`src/ccactl_pkg.sv`:
```
package ccactl_pkg;
  localparam logic [7:0] ADDR_BUSY_THRESHOLD = 8'h37;
  localparam logic [7:0] ADDR_ASSESS_TIMEOUT = 8'h38;
  localparam logic [7:0] ADDR_CTRL_RESULT = 8'h39;
  localparam logic [7:0] ADDR_ENERGY_VALUE = 8'h3A;
  localparam int ADDR_IDX_W = 8;
  localparam logic [11:0] ADDR_IGNORE_LEVEL = 12'h0D8;
  localparam logic [11:0] ADDR_IDLE_WAIT = 12'h0EC;
  localparam logic [11:0] ADDR_ENERGY_CFG = 12'h104;
  localparam logic [11:0] ADDR_IRQ_STATUS = 12'h1F0;
  localparam logic [11:0] ADDR_IRQ_MASK = 12'h1F4;
  localparam logic [7:0] RST_BUSY_THRESHOLD = 8'h5C;
  localparam logic [7:0] RST_ASSESS_TIMEOUT = 8'hFF;
  localparam logic [7:0] RST_CTRL = 8'h00;
  localparam logic [7:0] RST_IGNORE_LEVEL = 8'hFE;
  localparam logic [2:0] RST_AVG_COUNT = 3'h3;
  localparam int BIT_STOP = 7;
  localparam int BIT_IDLE_EN = 6;
  localparam int BIT_CONT_EN = 5;
  localparam int BIT_SINGLE = 4;
  localparam int BIT_FAST = 3;
  localparam int BIT_TMO_EN = 2;
  localparam logic [1:0] RES_FREE = 2'h0;
  localparam logic [1:0] RES_BUSY = 2'h1;
  localparam logic [1:0] RES_IDLE_EVAL = 2'h2;
  localparam logic [1:0] RES_IGNORE_EVAL = 2'h3;
  localparam int IRQ_SRC_DONE = 18;
  localparam int IRQ_GROUP_DONE = 3;
  localparam int CLK_MHZ = 100;
  localparam int TICK_US = 16;
  localparam int TICK_CYCLES = TICK_US * CLK_MHZ;
  localparam int TIMEOUT_UNIT_US = 128;
  localparam int TIMEOUT_UNIT_TICKS = TIMEOUT_UNIT_US / TICK_US;
  typedef enum logic [1:0] {
    ST_IDLE = 2'b00,
    ST_AVERAGE = 2'b01,
    ST_IDLE_WATCH = 2'b10,
    ST_DONE = 2'b11
  } ccactl_state_e;
  typedef struct packed {
    logic sleep_req;
    logic transceiver_off_state_req;
    logic discard_req;
  } ccactl_radio_s;
endpackage

```
`src/ccactl_top.sv`:
```
// The APB register port is this design's own decision.
`timescale 1ns/1ps
module ccactl_top
  import ccactl_pkg::*;
#(
  parameter int TICK_CNT = TICK_CYCLES
) (
  input wire logic CLK,
  input wire logic RSTN,
  input wire logic PSEL,
  input wire logic PENABLE,
  input wire logic PWRITE,
  input wire logic [11:0] PADDR,
  input wire logic [31:0] PWDATA,
  output logic [31:0] PRDATA,
  output logic PREADY,
  output logic PSLVERR,
  input wire logic RX_ON,
  input wire logic ED_SAMPLE_VALID,
  input wire logic [7:0] ED_SAMPLE,
  input wire logic SYNC_DETECT,
  input wire logic RX_FIFO_READ,
  output ccactl_pkg::ccactl_radio_s RADIO_REQ,
  output logic [1:0] IRQ_GROUP_ID,
  output logic [4:0] IRQ_SOURCE_ID,
  output logic IRQ
);
  import ccactl_pkg::*;

  logic [7:0] busy_threshold_q;
  logic [7:0] assessment_timeout_q;
  logic continuous_stop_q, idle_detect_mode_enable_q, continuous_mode_enable_q;
  logic single_assess_start_q, fast_carrier_check_enable_q, timeout_enable_q;
  logic [1:0] assess_result_q;
  logic [7:0] energy_value_q;
  logic [7:0] energy_ignore_level_q;
  logic [9:0] idle_wait_q;
  logic energy_capture_select_q;
  logic [2:0] energy_average_count_q;
  logic [1:0] irq_status_q, irq_mask_q;
  ccactl_state_e state_q;
  logic [15:0] tick_cnt_q;
  logic tick;
  logic [10:0] sample_cnt_q;
  logic [15:0] sum_q;
  logic [15:0] run_ticks_q;
  logic [10:0] idle_ticks_q;
  logic busy_seen_q;
  ccactl_radio_s radio_q;
  logic done_pulse, timeout_pulse;
  logic [7:0] avg_value;
  logic [7:0] avg_target;

  // Synchronisers for radio-side strobes and data
  logic [1:0] rx_on_s, ed_valid_s, sync_s, fifo_rd_s;
  logic [7:0] ed_s1, ed_s2;
  always_ff @(posedge CLK or negedge RSTN) begin
    if (!RSTN) begin
      rx_on_s <= 2'h0;
      ed_valid_s <= 2'h0;
      sync_s <= 2'h0;
      fifo_rd_s <= 2'h0;
      ed_s1 <= 8'h00;
      ed_s2 <= 8'h00;
    end else begin
      rx_on_s <= {rx_on_s[0], RX_ON};
      ed_valid_s <= {ed_valid_s[0], ED_SAMPLE_VALID};
      sync_s <= {sync_s[0], SYNC_DETECT};
      fifo_rd_s <= {fifo_rd_s[0], RX_FIFO_READ};
      ed_s1 <= ED_SAMPLE;
      ed_s2 <= ed_s1;
    end
  end
  logic rx_on, ed_valid, sync_hit, fifo_rd;
  logic ed_valid_d1, sync_d1, fifo_d1;
  always_ff @(posedge CLK or negedge RSTN) begin
    if (!RSTN) begin
      ed_valid_d1 <= 1'b0;
      sync_d1 <= 1'b0;
      fifo_d1 <= 1'b0;
    end else begin
      ed_valid_d1 <= ed_valid_s[1];
      sync_d1 <= sync_s[1];
      fifo_d1 <= fifo_rd_s[1];
    end
  end
  assign rx_on = rx_on_s[1];
  assign ed_valid = ed_valid_s[1] & ~ed_valid_d1;
  assign sync_hit = sync_s[1] & ~sync_d1;
  assign fifo_rd = fifo_rd_s[1] & ~fifo_d1;

  // APB decode
  logic wr_en, rd_en;
  assign wr_en = PSEL & PENABLE & PWRITE;
  assign rd_en = PSEL & PENABLE & ~PWRITE;
  assign PREADY = 1'b1;
  function automatic logic hit(input logic [11:0] a, input logic [7:0] idx);
    hit = (a == {2'b00, idx, 2'b00});
  endfunction
  logic mapped;
  assign mapped = hit(PADDR, ADDR_BUSY_THRESHOLD) | hit(PADDR, ADDR_ASSESS_TIMEOUT)
    | hit(PADDR, ADDR_CTRL_RESULT) | hit(PADDR, ADDR_ENERGY_VALUE)
    | (PADDR == ADDR_IGNORE_LEVEL) | (PADDR == ADDR_IDLE_WAIT) | (PADDR == ADDR_ENERGY_CFG)
    | (PADDR == ADDR_IRQ_STATUS) | (PADDR == ADDR_IRQ_MASK);
  assign PSLVERR = PSEL & PENABLE & ~mapped;

  logic ctrl_wr;
  assign ctrl_wr = wr_en & hit(PADDR, ADDR_CTRL_RESULT);

  always_ff @(posedge CLK or negedge RSTN) begin
    if (!RSTN) begin
      busy_threshold_q <= RST_BUSY_THRESHOLD;
      assessment_timeout_q <= RST_ASSESS_TIMEOUT;
      energy_ignore_level_q <= RST_IGNORE_LEVEL;
      idle_wait_q <= 10'h000;
      energy_capture_select_q <= 1'b0;
      energy_average_count_q <= RST_AVG_COUNT;
      irq_mask_q <= 2'h0;
    end else if (wr_en) begin
      if (hit(PADDR, ADDR_BUSY_THRESHOLD)) busy_threshold_q <= PWDATA[7:0];
      if (hit(PADDR, ADDR_ASSESS_TIMEOUT)) assessment_timeout_q <= PWDATA[7:0];
      if (PADDR == ADDR_IGNORE_LEVEL) energy_ignore_level_q <= PWDATA[7:0];
      if (PADDR == ADDR_IDLE_WAIT) idle_wait_q <= PWDATA[9:0];
      if (PADDR == ADDR_ENERGY_CFG) begin
        energy_capture_select_q <= PWDATA[3];
        energy_average_count_q <= PWDATA[2:0];
      end
      if (PADDR == ADDR_IRQ_MASK) irq_mask_q <= PWDATA[1:0];
    end
  end

  // Control bits; hardware self-clear of the start bit wins over a concurrent write
  logic stop_now;
  assign stop_now = continuous_stop_q;
  always_ff @(posedge CLK or negedge RSTN) begin
    if (!RSTN) begin
      continuous_stop_q <= RST_CTRL[BIT_STOP];
      idle_detect_mode_enable_q <= RST_CTRL[BIT_IDLE_EN];
      continuous_mode_enable_q <= RST_CTRL[BIT_CONT_EN];
      single_assess_start_q <= RST_CTRL[BIT_SINGLE];
      fast_carrier_check_enable_q <= RST_CTRL[BIT_FAST];
      timeout_enable_q <= RST_CTRL[BIT_TMO_EN];
    end else begin
      if (ctrl_wr) begin
        continuous_stop_q <= PWDATA[BIT_STOP];
        idle_detect_mode_enable_q <= PWDATA[BIT_IDLE_EN];
        continuous_mode_enable_q <= PWDATA[BIT_CONT_EN];
        single_assess_start_q <= PWDATA[BIT_SINGLE];
        fast_carrier_check_enable_q <= PWDATA[BIT_FAST];
        timeout_enable_q <= PWDATA[BIT_TMO_EN];
      end else if (continuous_stop_q) begin
        continuous_mode_enable_q <= 1'b0;
        continuous_stop_q <= 1'b0;
      end
      if (done_pulse && !continuous_mode_enable_q) single_assess_start_q <= 1'b0;
    end
  end

  // 16 us tick
  always_ff @(posedge CLK or negedge RSTN) begin
    if (!RSTN) tick_cnt_q <= 16'h0000;
    else if (state_q == ST_IDLE || tick) tick_cnt_q <= 16'h0000;
    else tick_cnt_q <= tick_cnt_q + 16'h0001;
  end
  assign tick = (tick_cnt_q == 16'(TICK_CNT - 1));

  // Average target is 2^(n) samples, matching the default 8 samples of 128 us
  assign avg_target = 8'(1) << energy_average_count_q;
  assign avg_value = 8'(sum_q >> energy_average_count_q);

  logic want_run;
  assign want_run = single_assess_start_q | continuous_mode_enable_q | (fast_carrier_check_enable_q & rx_on);

  logic tmo_armed;
  assign tmo_armed = timeout_enable_q & idle_detect_mode_enable_q & (assessment_timeout_q != 8'h00);
  assign timeout_pulse = tmo_armed && state_q != ST_IDLE && tick
    && (run_ticks_q + 16'h0001 == 16'(assessment_timeout_q) * 16'(TIMEOUT_UNIT_TICKS));

  logic sample_ok;
  assign sample_ok = ed_valid && (ed_s2 <= energy_ignore_level_q);
  logic avg_full;
  assign avg_full = (sample_cnt_q[7:0] >= avg_target);

  always_ff @(posedge CLK or negedge RSTN) begin
    if (!RSTN) begin
      state_q <= ST_IDLE;
      sample_cnt_q <= 11'h000;
      sum_q <= 16'h0000;
      run_ticks_q <= 16'h0000;
      idle_ticks_q <= 11'h000;
      busy_seen_q <= 1'b0;
    end else begin
      unique case (state_q)
        ST_IDLE: begin
          if (want_run && !stop_now) begin
            state_q <= ST_AVERAGE;
            sample_cnt_q <= 11'h000;
            sum_q <= 16'h0000;
            run_ticks_q <= 16'h0000;
            idle_ticks_q <= 11'h000;
            busy_seen_q <= 1'b0;
          end
        end
        ST_AVERAGE: begin
          if (tick) run_ticks_q <= run_ticks_q + 16'h0001;
          if (timeout_pulse) state_q <= ST_IDLE;
          else if (sample_ok) begin
            sample_cnt_q <= sample_cnt_q + 11'h001;
            sum_q <= sum_q + 16'(ed_s2);
          end else if (avg_full) begin
            busy_seen_q <= (avg_value > busy_threshold_q);
            state_q <= (idle_detect_mode_enable_q && avg_value <= busy_threshold_q) ? ST_IDLE_WATCH : ST_DONE;
          end
        end
        ST_IDLE_WATCH: begin
          if (tick) begin
            run_ticks_q <= run_ticks_q + 16'h0001;
            idle_ticks_q <= idle_ticks_q + 11'h001;
          end
          if (timeout_pulse) state_q <= ST_IDLE;
          else if (ed_valid && ed_s2 > busy_threshold_q && ed_s2 <= energy_ignore_level_q) begin
            idle_ticks_q <= 11'h000; // Carrier restarts the idle window
          end else if (idle_ticks_q >= {1'b0, idle_wait_q}) state_q <= ST_DONE;
        end
        ST_DONE: state_q <= ST_IDLE;
      endcase
    end
  end
  assign done_pulse = (state_q == ST_DONE);

  // Result field: only hardware results or a software write of 00 change it
  always_ff @(posedge CLK or negedge RSTN) begin
    if (!RSTN) assess_result_q <= RES_FREE;
    else if (done_pulse) assess_result_q <= busy_seen_q ? RES_BUSY : RES_FREE;
    else if (state_q == ST_AVERAGE && ed_valid && !sample_ok) assess_result_q <= RES_IGNORE_EVAL;
    else if (state_q == ST_IDLE_WATCH) assess_result_q <= RES_IDLE_EVAL;
    else if (ctrl_wr && PWDATA[1:0] == RES_FREE) assess_result_q <= RES_FREE;
  end

  // Radio requests, one-cycle pulses
  always_ff @(posedge CLK or negedge RSTN) begin
    if (!RSTN) radio_q <= '0;
    else begin
      radio_q.transceiver_off_state_req <= timeout_pulse;
      radio_q.discard_req <= timeout_pulse;
      radio_q.sleep_req <= done_pulse && fast_carrier_check_enable_q && !busy_seen_q;
    end
  end
  assign RADIO_REQ = radio_q;

  always_ff @(posedge CLK or negedge RSTN) begin
    if (!RSTN) energy_value_q <= 8'h00;
    else if (!energy_capture_select_q && rx_on && ed_valid) energy_value_q <= ed_s2;
    else if (energy_capture_select_q && (sync_hit || fifo_rd)) energy_value_q <= ed_s2;
  end

  // Bit0 completion, bit1 forced termination; set wins over write-one-to-clear
  always_ff @(posedge CLK or negedge RSTN) begin
    if (!RSTN) irq_status_q <= 2'h0;
    else irq_status_q <= (irq_status_q & ~((wr_en && PADDR == ADDR_IRQ_STATUS) ? PWDATA[1:0] : 2'h0))
      | {timeout_pulse, done_pulse};
  end
  assign IRQ = |(irq_status_q & irq_mask_q);
  assign IRQ_GROUP_ID = 2'(IRQ_GROUP_DONE);
  assign IRQ_SOURCE_ID = 5'(IRQ_SRC_DONE);

  always_ff @(posedge CLK or negedge RSTN) begin
    if (!RSTN) PRDATA <= 32'h0000_0000;
    else if (PSEL && !PENABLE && !PWRITE) begin
      PRDATA <= 32'h0000_0000;
      if (hit(PADDR, ADDR_BUSY_THRESHOLD)) PRDATA[7:0] <= busy_threshold_q;
      if (hit(PADDR, ADDR_ASSESS_TIMEOUT)) PRDATA[7:0] <= assessment_timeout_q;
      if (hit(PADDR, ADDR_CTRL_RESULT)) PRDATA[7:0] <= {continuous_stop_q, idle_detect_mode_enable_q,
        continuous_mode_enable_q, single_assess_start_q, fast_carrier_check_enable_q, timeout_enable_q,
        assess_result_q};
      if (hit(PADDR, ADDR_ENERGY_VALUE)) PRDATA[7:0] <= energy_value_q;
      if (PADDR == ADDR_IGNORE_LEVEL) PRDATA[7:0] <= energy_ignore_level_q;
      if (PADDR == ADDR_IDLE_WAIT) PRDATA[9:0] <= idle_wait_q;
      if (PADDR == ADDR_ENERGY_CFG) PRDATA[3:0] <= {energy_capture_select_q, energy_average_count_q};
      if (PADDR == ADDR_IRQ_STATUS) PRDATA[1:0] <= irq_status_q;
      if (PADDR == ADDR_IRQ_MASK) PRDATA[1:0] <= irq_mask_q;
    end
  end
  logic unused_rd;
  assign unused_rd = rd_en;
endmodule

```
`config.mk`:
```
export PLATFORM = sky130hd
export DESIGN_NAME = ccactl_top
export DESIGN_NICKNAME = d
export VERILOG_FILES = /design/src/ccactl_pkg.sv /design/src/ccactl_top.sv
export SDC_FILE = /design/constraint.sdc
export NUM_CORES = 1
export LEC_CHECK = 0
export BUFFER_PORTS_ARGS = -buffer_cell sky130_fd_sc_hd__buf_2
export CORE_MARGIN = 2
export CORE_UTILIZATION = 38
export DETAILED_ROUTE_END_ITERATION = 16
export RECOVER_POWER = 100
export SYNTH_ARGS = -nofsm -noshare
export SYNTH_HDL_FRONTEND = slang
export SYNTH_SLANG_ARGS = --single-unit
```
`constraint.sdc`:
```
create_clock -name CLK -period 7.9 [get_ports CLK]
set_input_delay 1.185 -clock CLK [delete_from_list [all_inputs] [get_ports CLK]]
set_output_delay 1.185 -clock CLK [all_outputs]
set_load 0.03 [all_outputs]
```
## Word level (Yosys, flattened, before mapping)

Cells that the tools add are included.

| operators by class | value |
|---|---|
| $add $sub $neg | 5 |
| $mul | 0 |
| div/mod/pow operators | 0 |
| $lt $le $gt $ge | 6 |
| equality and inequality tests | 24 |
| shifts and indexed selects | 2 |
| muxes and demuxes | 51 |
| bitwise operators | 28 |
| reduce and logical (&&, ||, !) cells | 53 |

Operator list:

| cell | count |
|---|---|
| two-way mux 16 bit | 5 |
| equality test 12 x 8 -> 1 bit (second input constant) | 6 |
| two-way mux 11 bit | 6 |
| one-hot mux 16 bit (2 select lines) | 2 |
| two-way mux 8 bit | 7 |
| one-hot mux 11 bit (2 select lines) | 2 |
| equality test 12 x 9 -> 1 bit (second input constant) | 3 |
| adder 16 x 1 -> 16 bit (second input constant) | 2 |
| two-way mux 2 bit | 14 |
| adder 11 x 1 -> 11 bit (second input constant) | 2 |
| logical AND 1 bit | 20 |
| adder 16 x 8 -> 16 bit | 1 |
| equality test 16 x 11 -> 1 bit | 1 |
| equality test 16 x 11 -> 1 bit (second input constant) | 1 |
| greater-than comparator 8 bit | 2 |
| <= comparator 8 bit | 2 |
| right shift 16 x 3 -> 8 bit | 1 |
| AND reduction 2 bit | 7 |
| nonzero test 2 bit | 7 |
| inequality test 3 bit (second input constant) | 4 |
| greater-or-equal comparator 11 x 10 -> 1 bit | 1 |
| two-way mux 1 bit | 11 |
| bitwise AND 1 bit | 10 |
| two-way mux 10 bit | 1 |
| other kinds (23) | 51 |

| storage, ports and cells | value |
|---|---|
| register bits | 170 |
| bits in latches | 0 |
| memory bits (writable) | 0 |
| ROM bits | 0 |
| input port bits | 61 |
| output and inout port bits | 45 |
| word-level logic and storage cells | 204 |
| memories kept | 0 |

## Depth between registers and ports, before layout

Gate-level depths: netlist (run 1).

| depth | value |
|---|---|
| depth in word-level cells | 11 |
| gate-level depth with buffers | 14 |
| gate-level depth less buffers | 13 |

## Worst setup path before layout (run 1)

No wires, ideal clock.

| path | value |
|---|---|
| path type | input-to-output |
| start point | input port PADDR[1] |
| end point | output port PSLVERR |
| arrival time | 3028 ps |
| required time | 6715 ps |
| setup slack | 3687 ps |
| stages on the path | 6 |
| buffers on the path | 1 |
| cells stage by stage | nor3_1 > and2_1 > and3_1 > clkbuf_1 > or4_1 > nor4_1 |

| between the ends | value |
|---|---|
| cells in the longest elaborated chain, start to end | 11 |
| elaborated cells on any way between the ends | 19 |
| classes of those cells | eq/ne: 9; bitwise: 10 |

RTL lines:

| item | line | source |
|---|---|---|
| start, declared | ccactl_top.sv:13 | `input wire logic [11:0] PADDR,` |
| equality test 12 x 8 -> 1 bit | ccactl_top.sv:98 | `hit = (a == {2'b00, idx, 2'b00});` |
| bitwise OR 1 bit | ccactl_top.sv:101 | `assign mapped = hit(PADDR, ADDR_BUSY_THRESHOLD) \| hit(PADDR, ADDR_ASSESS_TIMEOUT)` |
| bitwise OR 1 bit (2 in a row) | ccactl_top.sv:102 | `\| hit(PADDR, ADDR_CTRL_RESULT) \| hit(PADDR, ADDR_ENERGY_VALUE)` |
| bitwise OR 1 bit (3 in a row) | ccactl_top.sv:103 | `\| (PADDR == ADDR_IGNORE_LEVEL) \| (PADDR == ADDR_IDLE_WAIT) \| (PADDR == ADDR_ENERGY_CFG)` |
| bitwise OR 1 bit | ccactl_top.sv:104 | `\| (PADDR == ADDR_IRQ_STATUS) \| (PADDR == ADDR_IRQ_MASK);` |
| bitwise OR 1 bit (*) | ccactl_top.sv:104 |  |
| inverter 1 bit (*) | ccactl_top.sv:105 | `assign PSLVERR = PSEL & PENABLE & ~mapped;` |
| bitwise AND 1 bit (*) | ccactl_top.sv:105 |  |
| end, declared | ccactl_top.sv:17 | `output logic PSLVERR,` |

Every way passes the cells marked *; elsewhere a longest branch is shown, timed or not.

## Worst setup path after layout (run 1)

| path | value |
|---|---|
| start point | register run_ticks_q[0] |
| end point | register idle_ticks_q[0] |

| between the ends | value |
|---|---|
| cells in the longest elaborated chain, start to end | 5 |

RTL lines:

| item | line | source |
|---|---|---|
| start, declared | ccactl_top.sv:46 | `logic [15:0] run_ticks_q;` |
| start signal, assigned | ccactl_top.sv:205 | `if (tick) run_ticks_q <= run_ticks_q + 16'h0001;` |
| start signal, assigned | ccactl_top.sv:217 | `run_ticks_q <= run_ticks_q + 16'h0001;` |
| adder 16 x 1 -> 16 bit | ccactl_top.sv:177 | `&& (run_ticks_q + 16'h0001 == 16'(assessment_timeout_q) * 16'(TIMEOUT_UNIT_TICKS));` |
| equality test 16 x 11 -> 1 bit | ccactl_top.sv:177 |  |
| logical AND 1 bit | ccactl_top.sv:177 |  |
| two-way mux 11 bit | ccactl_top.sv:220 | `if (timeout_pulse) state_q <= ST_IDLE;` |
| one-hot mux 11 bit (2 select lines) | ccactl_top.sv:193 | `unique case (state_q)` |
| end signal, assigned | ccactl_top.sv:218 | `idle_ticks_q <= idle_ticks_q + 11'h001;` |
| end, declared | ccactl_top.sv:47 | `logic [10:0] idle_ticks_q;` |

No other way between the ends.
A chain may end at the register's enable or synchronous reset.

==> results of run 1 <==
[kinds of logic (layout without fill, tap and decap cells)]
family	count (synthesis)	after routing	share of synthesized area (%)
adder cells (fa/ha/maj)	60	60	7.515
buffers and inverters	127	138	6.275
XOR/XNOR	22	22	1.910
AND/OR/NAND/NOR	386	386	19.39
flip-flops	166	166	41.43
AO/OA/AOI/OAI	269	269	17.32
other	2	30	0.07443
multiplexers	57	57	6.076
[synthesized netlist by cell type, types with 4 or more instances]
| master | count | share of area [%] |
|---|---|---|
| nor4_1 | 9 | 0.56 |
| nand3_1 | 45 | 2.2 |
| o221ai_1 | 10 | 0.87 |
| dfrtp_1 | 145 | 36 |
| nor2_1 | 54 | 2.0 |
| or4_1 | 18 | 1.3 |
| a31oi_1 | 8 | 0.50 |
| nand2_1 | 136 | 5.1 |
| buf_1 | 4 | 0.15 |
| a21o_1 | 17 | 1.3 |
| a221oi_1 | 5 | 0.43 |
| o211ai_1 | 7 | 0.52 |
| dfstp_2 | 21 | 5.5 |
| inv_1 | 45 | 1.7 |
| mux2i_1 | 23 | 2.3 |
| xor2_1 | 12 | 1.0 |
| nand2b_1 | 10 | 0.62 |
| and2_1 | 14 | 0.87 |
| o31ai_1 | 20 | 1.5 |
| a211oi_1 | 12 | 0.89 |
| a21oi_1 | 45 | 2.2 |
| ha_1 | 59 | 7.3 |
| nor2b_1 | 9 | 0.56 |
| clkbuf_1 | 33 | 1.2 |
| o41ai_1 | 4 | 0.35 |
| xnor2_1 | 10 | 0.87 |
| o21a_1 | 7 | 0.52 |
| nand4_1 | 20 | 1.2 |
| buf_2 | 7 | 0.35 |
| mux2_2 | 34 | 3.8 |
| and3_1 | 11 | 0.68 |
| or3_1 | 19 | 1.2 |
| buf_4 | 35 | 2.6 |
| nor3_1 | 18 | 0.89 |
| o21ai_0 | 92 | 4.6 |
[flip-flops by register name, summed over array words and instances, names as in the netlist, 10 cells and up]
signal and flops:
idle_wait_q 10, PRDATA 10, tick_cnt_q 16, run_ticks_q 16
idle_ticks_q 11, sum_q 15
[report_power, final]
part           leakage [nW]  total [mW]  switching, mW  internal (mW)
sequential             2.09       0.988         0.0710          0.917
combinational          2.53       0.719          0.475          0.244
clock                 0.300       0.868          0.403          0.465
[final cells by class]
cell class / instances / area share [%]
well taps: 335 / 3.795
clock inverters: 14 / 1.586
repair buffers: 61 / 2.674
inverters: 45 / 1.529
multi-input cells: 824 / 48.59
clock buffers: 18 / 3.976
flip-flops and latches: 166 / 37.85
[routing by layer]
metal / global-route usage (%) / part of all wire [%] / wire [µm] / up-vias
met5: 0 / 0 / 0 / -
met1: 27.11 / 49 / 12390 / 3911
met3: 2.923 / 3.8 / 948 / 27
met2: 28.59 / 45 / 11470 / 176
li1: - / - / - / 3977
met4: 6.109 / 1.8 / 464 / 0
[worst max path at each step]
stage	from	end	slack (ns)	depth (start not counted)
global placement	PADDR[4]	PSLVERR	3.66	6
CTS	PADDR[4]	PSLVERR	3.63	6
global route	RSTN	sample_cnt_q[0]$_DFFE_PN0P_	2.63	1
detailed placement	PADDR[4]	PSLVERR	3.63	6
floorplan	PADDR[1]	PSLVERR	3.69	6
finish	run_ticks_q[0]$_DFFE_PN0P_	idle_ticks_q[0]$_DFFE_PN0P_	3.40	9
[through the flow]
step / utilization [%] / cells / power, mW / instance area [µm²]
floorplan: - / 1117 / 1.513 / 10190
global placement: 40.22 / 1431 / 1.712 / 10480
detailed placement: 40.22 / 1431 / 1.726 / 10480
CTS: 42.58 / 1463 / 2.598 / 11100
global route: 42.38 / 1463 / 2.737 / 11040
finish: 42.38 / 1463 / 2.576 / 11040
==> run metrics, run 1 <==
buffer cell driving the clock tree root clkbuf_16; type of the worst min-delay path flip-flop to flip-flop; Buf/Inv on CP 1; maximum fanout along the worst path 49; Worst Reg-to-Reg Cells 9; final wirelength 25.28 mm; RD Place Congestion 0.8169; crit-path leading delay family buffers and inverters; Main synth FF type dfrtp_1; type of element capturing the critical path flip-flop; Slew Viols, Final 124; Worst EP arrival 4.84 ns; internal reg-to-reg setup slack 3.40 ns; post-synthesis cell count 1089; Setup Skew 0.01268 ns; violated checks capacitance limit, slew limit; fraction of the yosys area taken by sequential cells 41.43%; DRC violation count after routing 0; beginning of the worst register-to-register path run_ticks_q[0]$_DFFE_PN0P_; maximum buffer depth of the clock tree 2; relative slew slack -172.3%; Reg clk slew, reported paths 0.07 ns; maximum clock frequency 222.1 MHz; level count of the clock H-tree 4; VDD IR max 0.0001365 V; Synth cell types 75; flops & latches, synth 166; clock tree sinks 166; endpoint with the worst hold slack ed_s2[6]$_DFF_PN0_; number of I/O port buffers 53; count of hold buffers inserted by post-cts repair 0; site row count 59; final hold violations 0; clock buffers created by TritonCTS 17; number of maximum-capacitance violations 2; post-CTS sizing 0; CTS tree built; vias in the first global route 7769; post-detailed-route via-to-cell ratio 5.530; Die Y 166.9 µm; Data required, critical path 8.24 ns; routed wire length per instance 17.28 µm; number of synthesized flops with an enable pin 0; number of buffers inserted by post-CTS setup repair 0; IO Pins 106; top library cells by usage in the layout, fill and taps aside dfrtp_1 (145), nand2_1 (136), o21ai_0 (94); slowest stage cell, crit path clkbuf_1; drt pass-1 iters 5; area overhead of the layout relative to synthesis 9.461%; antenna violations before repair 0; multi-input gate area in the final layout 5366 µm²; stage delay of the slowest cell on the critical path 1.49 ns; Leak 4.917 nW; maximum number of pins on one net before global-route repair 74; via count 8091; first-iteration detailed-routing DRC count 499; aggregate global routing overflow 0; fin crit share 56.99%; Antenna Cells 0; number of routed nets with antenna violations 0; accumulated negative setup slack 0 ns; global routing usage summed across all routing layers 18.71%; minimum clock period 4.502 ns; launch point of the worst hold path ed_s1[6]$_DFF_PN0_; wire length of the first global-routing pass 42.07 mm; FILL cells 2570; CP Class flip-flop to flip-flop; Ys Warns 0; Post-synth ARST share 100.0%; die extent in x 166.9 µm; HPWL Detailed 18.42 mm; initial core utilization 38.72%; final number of setup-violating endpoints 0; post-place setup slack 3.631 ns; Critical Path, Cell by Cell ha_1 -> nand2_1 -> nor4_1 -> nand4_1 -> a22oi_1 -> nor4b_1 -> clkbuf_1 -> o21ai_0 -> o311ai_1; Slew @ Worst Pin 4.084 ns; die area 27870 µm²; worst path setup slack after routing 3.398 ns; sequential cell area 4180 µm²; capture point of the worst reg-to-reg path idle_ticks_q[0]$_DFFE_PN0P_; core area 26060 µm²; average footprint of a synthesized cell 9.265 µm²; unrepaired setup endpoints after global routing false; Clk Latency, worst-skew pair 0.44 ns; Hold Crit Depth 0; most frequent standard cell in the layout excluding fill and tap cells dfrtp_1; result of the run finished, violations left; Cell Area, Synth 10090 µm²; Final Net Count 1236; power density relative to cell area 233.2 nW/µm²; hold slack final 0.3486 ns; kind of start point of the critical path flip-flop; share of final-layout standard cells stronger than drive strength 1 12.23%
Power figures use the tool's default switching activity.
==> inputs of run 2 (changes only) <==
==> constraint.sdc (replaced) <==
create_clock -name CLK -period 4.4 [get_ports CLK]
set_input_delay 0.66 -clock CLK [delete_from_list [all_inputs] [get_ports CLK]]
set_output_delay 0.66 -clock CLK [all_outputs]
set_load 0.03 [all_outputs]
==> run 2 against run 1 <==
Net effect: the flow still finishes with violations (capacitance limit, slew limit); first-iteration DRC count grew 21%; clock skew increased by 0.00084 ns; wire length grew 0.26%; power up 78%; core utilization about the same; global-route usage down 0.49 points; cell area about the same; combinational power rose by 79%; worst setup slack worse by 2.7 ns; largest power group unchanged.
==> run metrics, run 2 (synthesis results as in run 1) <==
final core utilization 42.35%; DRC violation count after routing 0; Hold Crit Depth 1; worst path setup slack after routing 0.7050 ns; biggest registers after layout run_ticks_q x16, tick_cnt_q x16, sum_q x15; Cells after DPL 1432; HPWL Detailed 18.35 mm; post-place setup slack 0.9078 ns; CP Class flip-flop to flip-flop; final wirelength 25.34 mm; type of the worst min-delay path input port to flip-flop; number of maximum-capacitance violations 1; maximum clock frequency 270.6 MHz; GR Util met2 27.82%; IO Pins 106; Buf/Inv on CP 1; clock tree sinks 166; maximum number of pins on one net before global-route repair 96; initial core utilization 38.72%; Setup Skew 0.01352 ns; Slew @ Worst Pin 2.415 ns; Post-DP Area 10500 µm²; minimum clock period 3.695 ns; crit-path leading delay family simple AND/OR/NAND/NOR gates; launch point of the worst hold path ED_SAMPLE[5]; kind of start point of the critical path flip-flop; site row count 59; violated checks capacitance limit, slew limit; Slew Viols, Final 95; Data required, critical path 4.75 ns; Antenna Cells 0; unrepaired setup endpoints after global routing false; layer with the highest usage met2; global routing usage summed across all routing layers 18.22%; type of element capturing the critical path flip-flop; Leak 4.913 nW; result of the run finished, violations left; VDD IR max 0.0003048 V; stage delay of the slowest cell on the critical path 0.76 ns; met3 Usage GRT 3.470%; Worst EP arrival 4.05 ns; clock buffers created by TritonCTS 17; RD Place Congestion 0.8407; CTS tree built; die extent in x 166.9 µm; area overhead of the layout relative to synthesis 9.375%; Die Y 166.9 µm; post-CTS sizing 0; capture point of the worst reg-to-reg path sum_q[13]$_DFFE_PN0P_; final number of setup-violating endpoints 0; routed wire length per instance 17.31 µm; number of I/O port buffers 53; wire length of the first global-routing pass 40.74 mm; vias in the first global route 7548; accumulated negative setup slack 0 ns; number of routed nets with antenna violations 0; multi-input gate area in the final layout 5366 µm²; level count of the clock H-tree 4; met1 capacity usage during global routing 26.03%; Reg clk slew, reported paths 0.07 ns; antenna violations before repair 0; via count 8185; aggregate global routing overflow 0; first-iteration detailed-routing DRC count 602; fin crit share 83.98%; maximum fanout along the worst path 49; count of hold buffers inserted by post-cts repair 0; Clk Latency, worst-skew pair 0.44 ns; FILL cells 2520; final non-filler cell area 11040 µm²; top library cells by usage in the layout, fill and taps aside dfrtp_1 (145), nand2_1 (136), o21ai_0 (93); number of buffers inserted by post-CTS setup repair 0; buffer cell driving the clock tree root clkbuf_16; internal reg-to-reg setup slack 0.70 ns; Final Net Count 1237; relative slew slack -61.03%; beginning of the worst register-to-register path run_ticks_q[0]$_DFFE_PN0P_; instance count on the critical path 9; post-detailed-route via-to-cell ratio 5.591; core area 26060 µm²; slowest stage cell, crit path clkbuf_2; sequential cell area 4180 µm²; most frequent standard cell in the layout excluding fill and tap cells dfrtp_1; maximum buffer depth of the clock tree 2; power density relative to cell area 414.7 nW/µm²; drt pass-1 iters 5; Worst Reg-to-Reg Cells 9; share of final-layout standard cells stronger than drive strength 1 12.31%; Critical Path, Cell by Cell ha_1 -> nand2_1 -> nor4_1 -> nand4_1 -> a22oi_1 -> nor4b_1 -> clkbuf_2 -> or4b_1 -> mux2i_1; final hold violations 0; count of non-filler cells in the finished layout 1464; endpoint with the worst hold slack ed_s1[5]$_DFF_PN0_; die area 27870 µm²
==> run 2: cell types whose count changed in the layout (fill, tap and decap cells not counted), sizes merged <==
cell,before,now
buf,41,40
bufinv,1,0
clkinv,3,4
clkbuf,38,40
==> run 2: cell type report <==
type                       count  share of cell area, %
clock inverter                14                  1.372
tap                          335                  3.798
sequential                   166                  37.88
timing repair buffer          62                  2.812
clock buffer                  18                  3.980
inverter                      45                  1.531
multi-input combinational    824                  48.63
==> run 2: how the worst max path moves through the flow <==
stage,from,to,slack [ns]
after floorplan,PADDR[1],PSLVERR,1.24
after CTS,energy_ignore_level_q[1]$_DFFE_PN1P_,sum_q[13]$_DFFE_PN0P_,0.88
after global placement,energy_ignore_level_q[1]$_DFFE_PN1P_,sum_q[13]$_DFFE_PN0P_,0.93
after global routing,run_ticks_q[0]$_DFFE_PN0P_,idle_ticks_q[0]$_DFFE_PN0P_,0.39
final,run_ticks_q[0]$_DFFE_PN0P_,sum_q[13]$_DFFE_PN0P_,0.70
after detailed placement,energy_ignore_level_q[1]$_DFFE_PN1P_,sum_q[13]$_DFFE_PN0P_,0.91
==> run 2: per-stage QoR <==
stage	total power, mW	hold slack (ns)
2_1_floorplan	2.717	0.3312
3_3_place_gp	3.079	0.3324
3_5_place_dp	3.103	0.3347
4_1_cts	4.613	0.3016
5_1_grt	4.847	0.3047
6_report	4.577	0.3159
==> run 2: report_power, final <==
part           internal (mW)  switching, mW  total (mW)
clock                  0.777          0.730        1.51
combinational          0.442          0.852        1.29
sequential              1.65          0.128        1.78
total                   2.87           1.71        4.58
==> run 2: worst reg2reg max path, delay by kind of cell (launching register included) <==
kind                     cells  cell delay [ns]
adder cells (fa/ha/maj)      1             0.29
flip-flops                   1             0.43
AND/OR/NAND/NOR              5             1.60
buffers and inverters        1             0.76
AO/OA/AOI/OAI                1             0.32
multiplexers                 1             0.21
==> run 2: layer usage <==
layer | vias up | wire [µm]
met5 | - | 0
met4 | 0 | 532
met3 | 38 | 986
met2 | 177 | 11450
met1 | 3990 | 12370
li1 | 3980 | -
==> inputs of run 3 (changes only) <==
==> constraint.sdc (replaced) <==
create_clock -name CLK -period 3.6 [get_ports CLK]
set_input_delay 0.54 -clock CLK [delete_from_list [all_inputs] [get_ports CLK]]
set_output_delay 0.54 -clock CLK [all_outputs]
set_load 0.03 [all_outputs]
==> run 3 against run 2 <==
Net effect: the run still ends with capacitance limit, slew limit left; combinational power up 25%; via count down 0.71%; fmax up 13%; flip-flop and latch count stayed put; count of clock-buffer cells in the layout stayed put; final cell count increased by 0.61%; global-route usage up 0.47 points; largest power group unchanged.
==> run metrics, run 3 (synthesis results as in run 1) <==
count of hold buffers inserted by post-cts repair 0; Worst EP arrival 3.57 ns; slowest stage cell, crit path or4b_1; hold slack final 0.2045 ns; maximum buffer depth of the clock tree 2; top library cells by usage in the layout, fill and taps aside dfrtp_1 (145), nand2_1 (136), o21ai_0 (93); CP Class flip-flop to flip-flop; Die Y 166.9 µm; Slew Viols, Final 64; Antenna Cells 0; type of element capturing the critical path flip-flop; wire length of the first global-routing pass 42.04 mm; site row count 59; global routing usage summed across all routing layers 18.69%; post-detailed-route via-to-cell ratio 5.517; CTS tree built; VDD IR max 0.0003274 V; biggest registers after layout run_ticks_q x16, tick_cnt_q x16, sum_q x15; maximum fanout along the worst path 10; Setup Skew 0.01202 ns; final hold violations 0; maximum clock frequency 306.6 MHz; RD Place Congestion 0.8336; IO Pins 106; antenna violations before repair 0; crit-path leading delay family simple AND/OR/NAND/NOR gates; FILL cells 2565; aggregate global routing overflow 0; unrepaired setup endpoints after global routing false; buffer cell driving the clock tree root clkbuf_16; number of I/O port buffers 53; Final Net Count 1246; Leak 4.980 nW; die extent in x 166.9 µm; die area 27870 µm²; most frequent standard cell in the layout excluding fill and tap cells dfrtp_1; maximum number of pins on one net before global-route repair 65; routed wire length per instance 17.42 µm; Data required, critical path 3.90 ns; vias in the first global route 7793; share of final-layout standard cells stronger than drive strength 1 12.39%; kind of start point of the critical path flip-flop; final number of setup-violating endpoints 0; power density relative to cell area 512.5 nW/µm²; clock buffers created by TritonCTS 17; area overhead of the layout relative to synthesis 10.43%; Critical Path, Cell by Cell ha_1 -> nand2_1 -> or4_1 -> xnor2_1 -> o2111ai_1 -> or4b_1 -> nand2_2 -> o21ai_0; via count 8127; minimum clock period 3.261 ns; number of maximum-capacitance violations 1; sequential cell area 4180 µm²; clock tree sinks 166; Clk Latency, worst-skew pair 0.43 ns; violated checks capacitance limit, slew limit; number of routed nets with antenna violations 0; level count of the clock H-tree 4; number of buffers inserted by post-CTS setup repair 0; fin crit share 90.59%; Post-DP Area 10580 µm²; Buf/Inv on CP 0; drt pass-1 iters 5; post-CTS sizing 0; multi-input gate area in the final layout 5375 µm²; accumulated negative setup slack 0 ns; DRC violation count after routing 0; relative slew slack -90.56%; initial core utilization 38.72%; Slew @ Worst Pin 2.858 ns; result of the run finished, violations left; core area 26060 µm²; final wirelength 25.65 mm; first-iteration detailed-routing DRC count 512; HPWL Detailed 18.56 mm; stage delay of the slowest cell on the critical path 0.74 ns; final non-filler cell area 11140 µm²; Reg clk slew, reported paths 0.07 ns; type of the worst min-delay path input port to flip-flop
==> run 3: metrics by stage <==
step                worst slack [ns]  utilization (%)  std cells  total power, mW
CTS                           0.3598            42.96       1473            5.769
global route                  0.1420            42.76       1473            6.042
global placement              0.4218            40.61       1441            3.795
finish                        0.3388            42.76       1473            5.710
floorplan                     0.6044                -       1117            3.321
detailed placement            0.3638            40.61       1441            3.823
==> run 3: power by group <==
group	switching (mW)	internal, mW	leakage (nW)	total (mW)
clock	0.870	1.06	0.295	1.93
sequential	0.156	2.01	2.08	2.17
combinational	1.05	0.560	2.60	1.61
==> run 3: path summary, 6_finish.rpt <==
path                                             from                               endpoint  slack (ns)  depth (start not counted)
min                                      ED_SAMPLE[1]                     ed_s1[1]$_DFF_PN0_        0.20                          1
max reg2reg                run_ticks_q[0]$_DFFE_PN0P_            sample_cnt_q[1]$_DFFE_PN0P_        0.34                          8
min in group asynchronous                        RSTN                  PRDATA[0]$_DFFE_PN0P_        1.13                          1
min reg2reg                        ed_s1[6]$_DFF_PN0_                     ed_s2[6]$_DFF_PN0_        0.35                          0
max                        run_ticks_q[0]$_DFFE_PN0P_            sample_cnt_q[1]$_DFFE_PN0P_        0.34                          8
max in group asynchronous                        RSTN  energy_average_count_q[0]$_DFFE_PN1P_        0.72                          2
==> run 3: area by class of cell <==
class	instances	share of cell area, %
clock inverter	14	1.662
clock buffer	18	3.852
tap	335	3.762
multi-input combinational	824	48.24
timing repair buffer	71	3.448
inverter	45	1.516
sequential	166	37.52
==> run 3: metal layers <==
layer,track usage [%],share of wire (%),vias up
li1,-,-,3976
met1,26.58,49,3942
met2,29.33,46,173
met3,2.804,3.6,36
met4,5.960,2.1,0
met5,0,0,-
==> run 3: worst reg2reg max path, stage by stage, from the launching register on <==
cell and delay, ns:
dfrtp_1 0.42, ha_1 0.28, nand2_1 0.26, or4_1 0.62
xnor2_1 0.22, o2111ai_1 0.19, or4b_1 0.74, nand2_2 0.29
o21ai_0 0.12
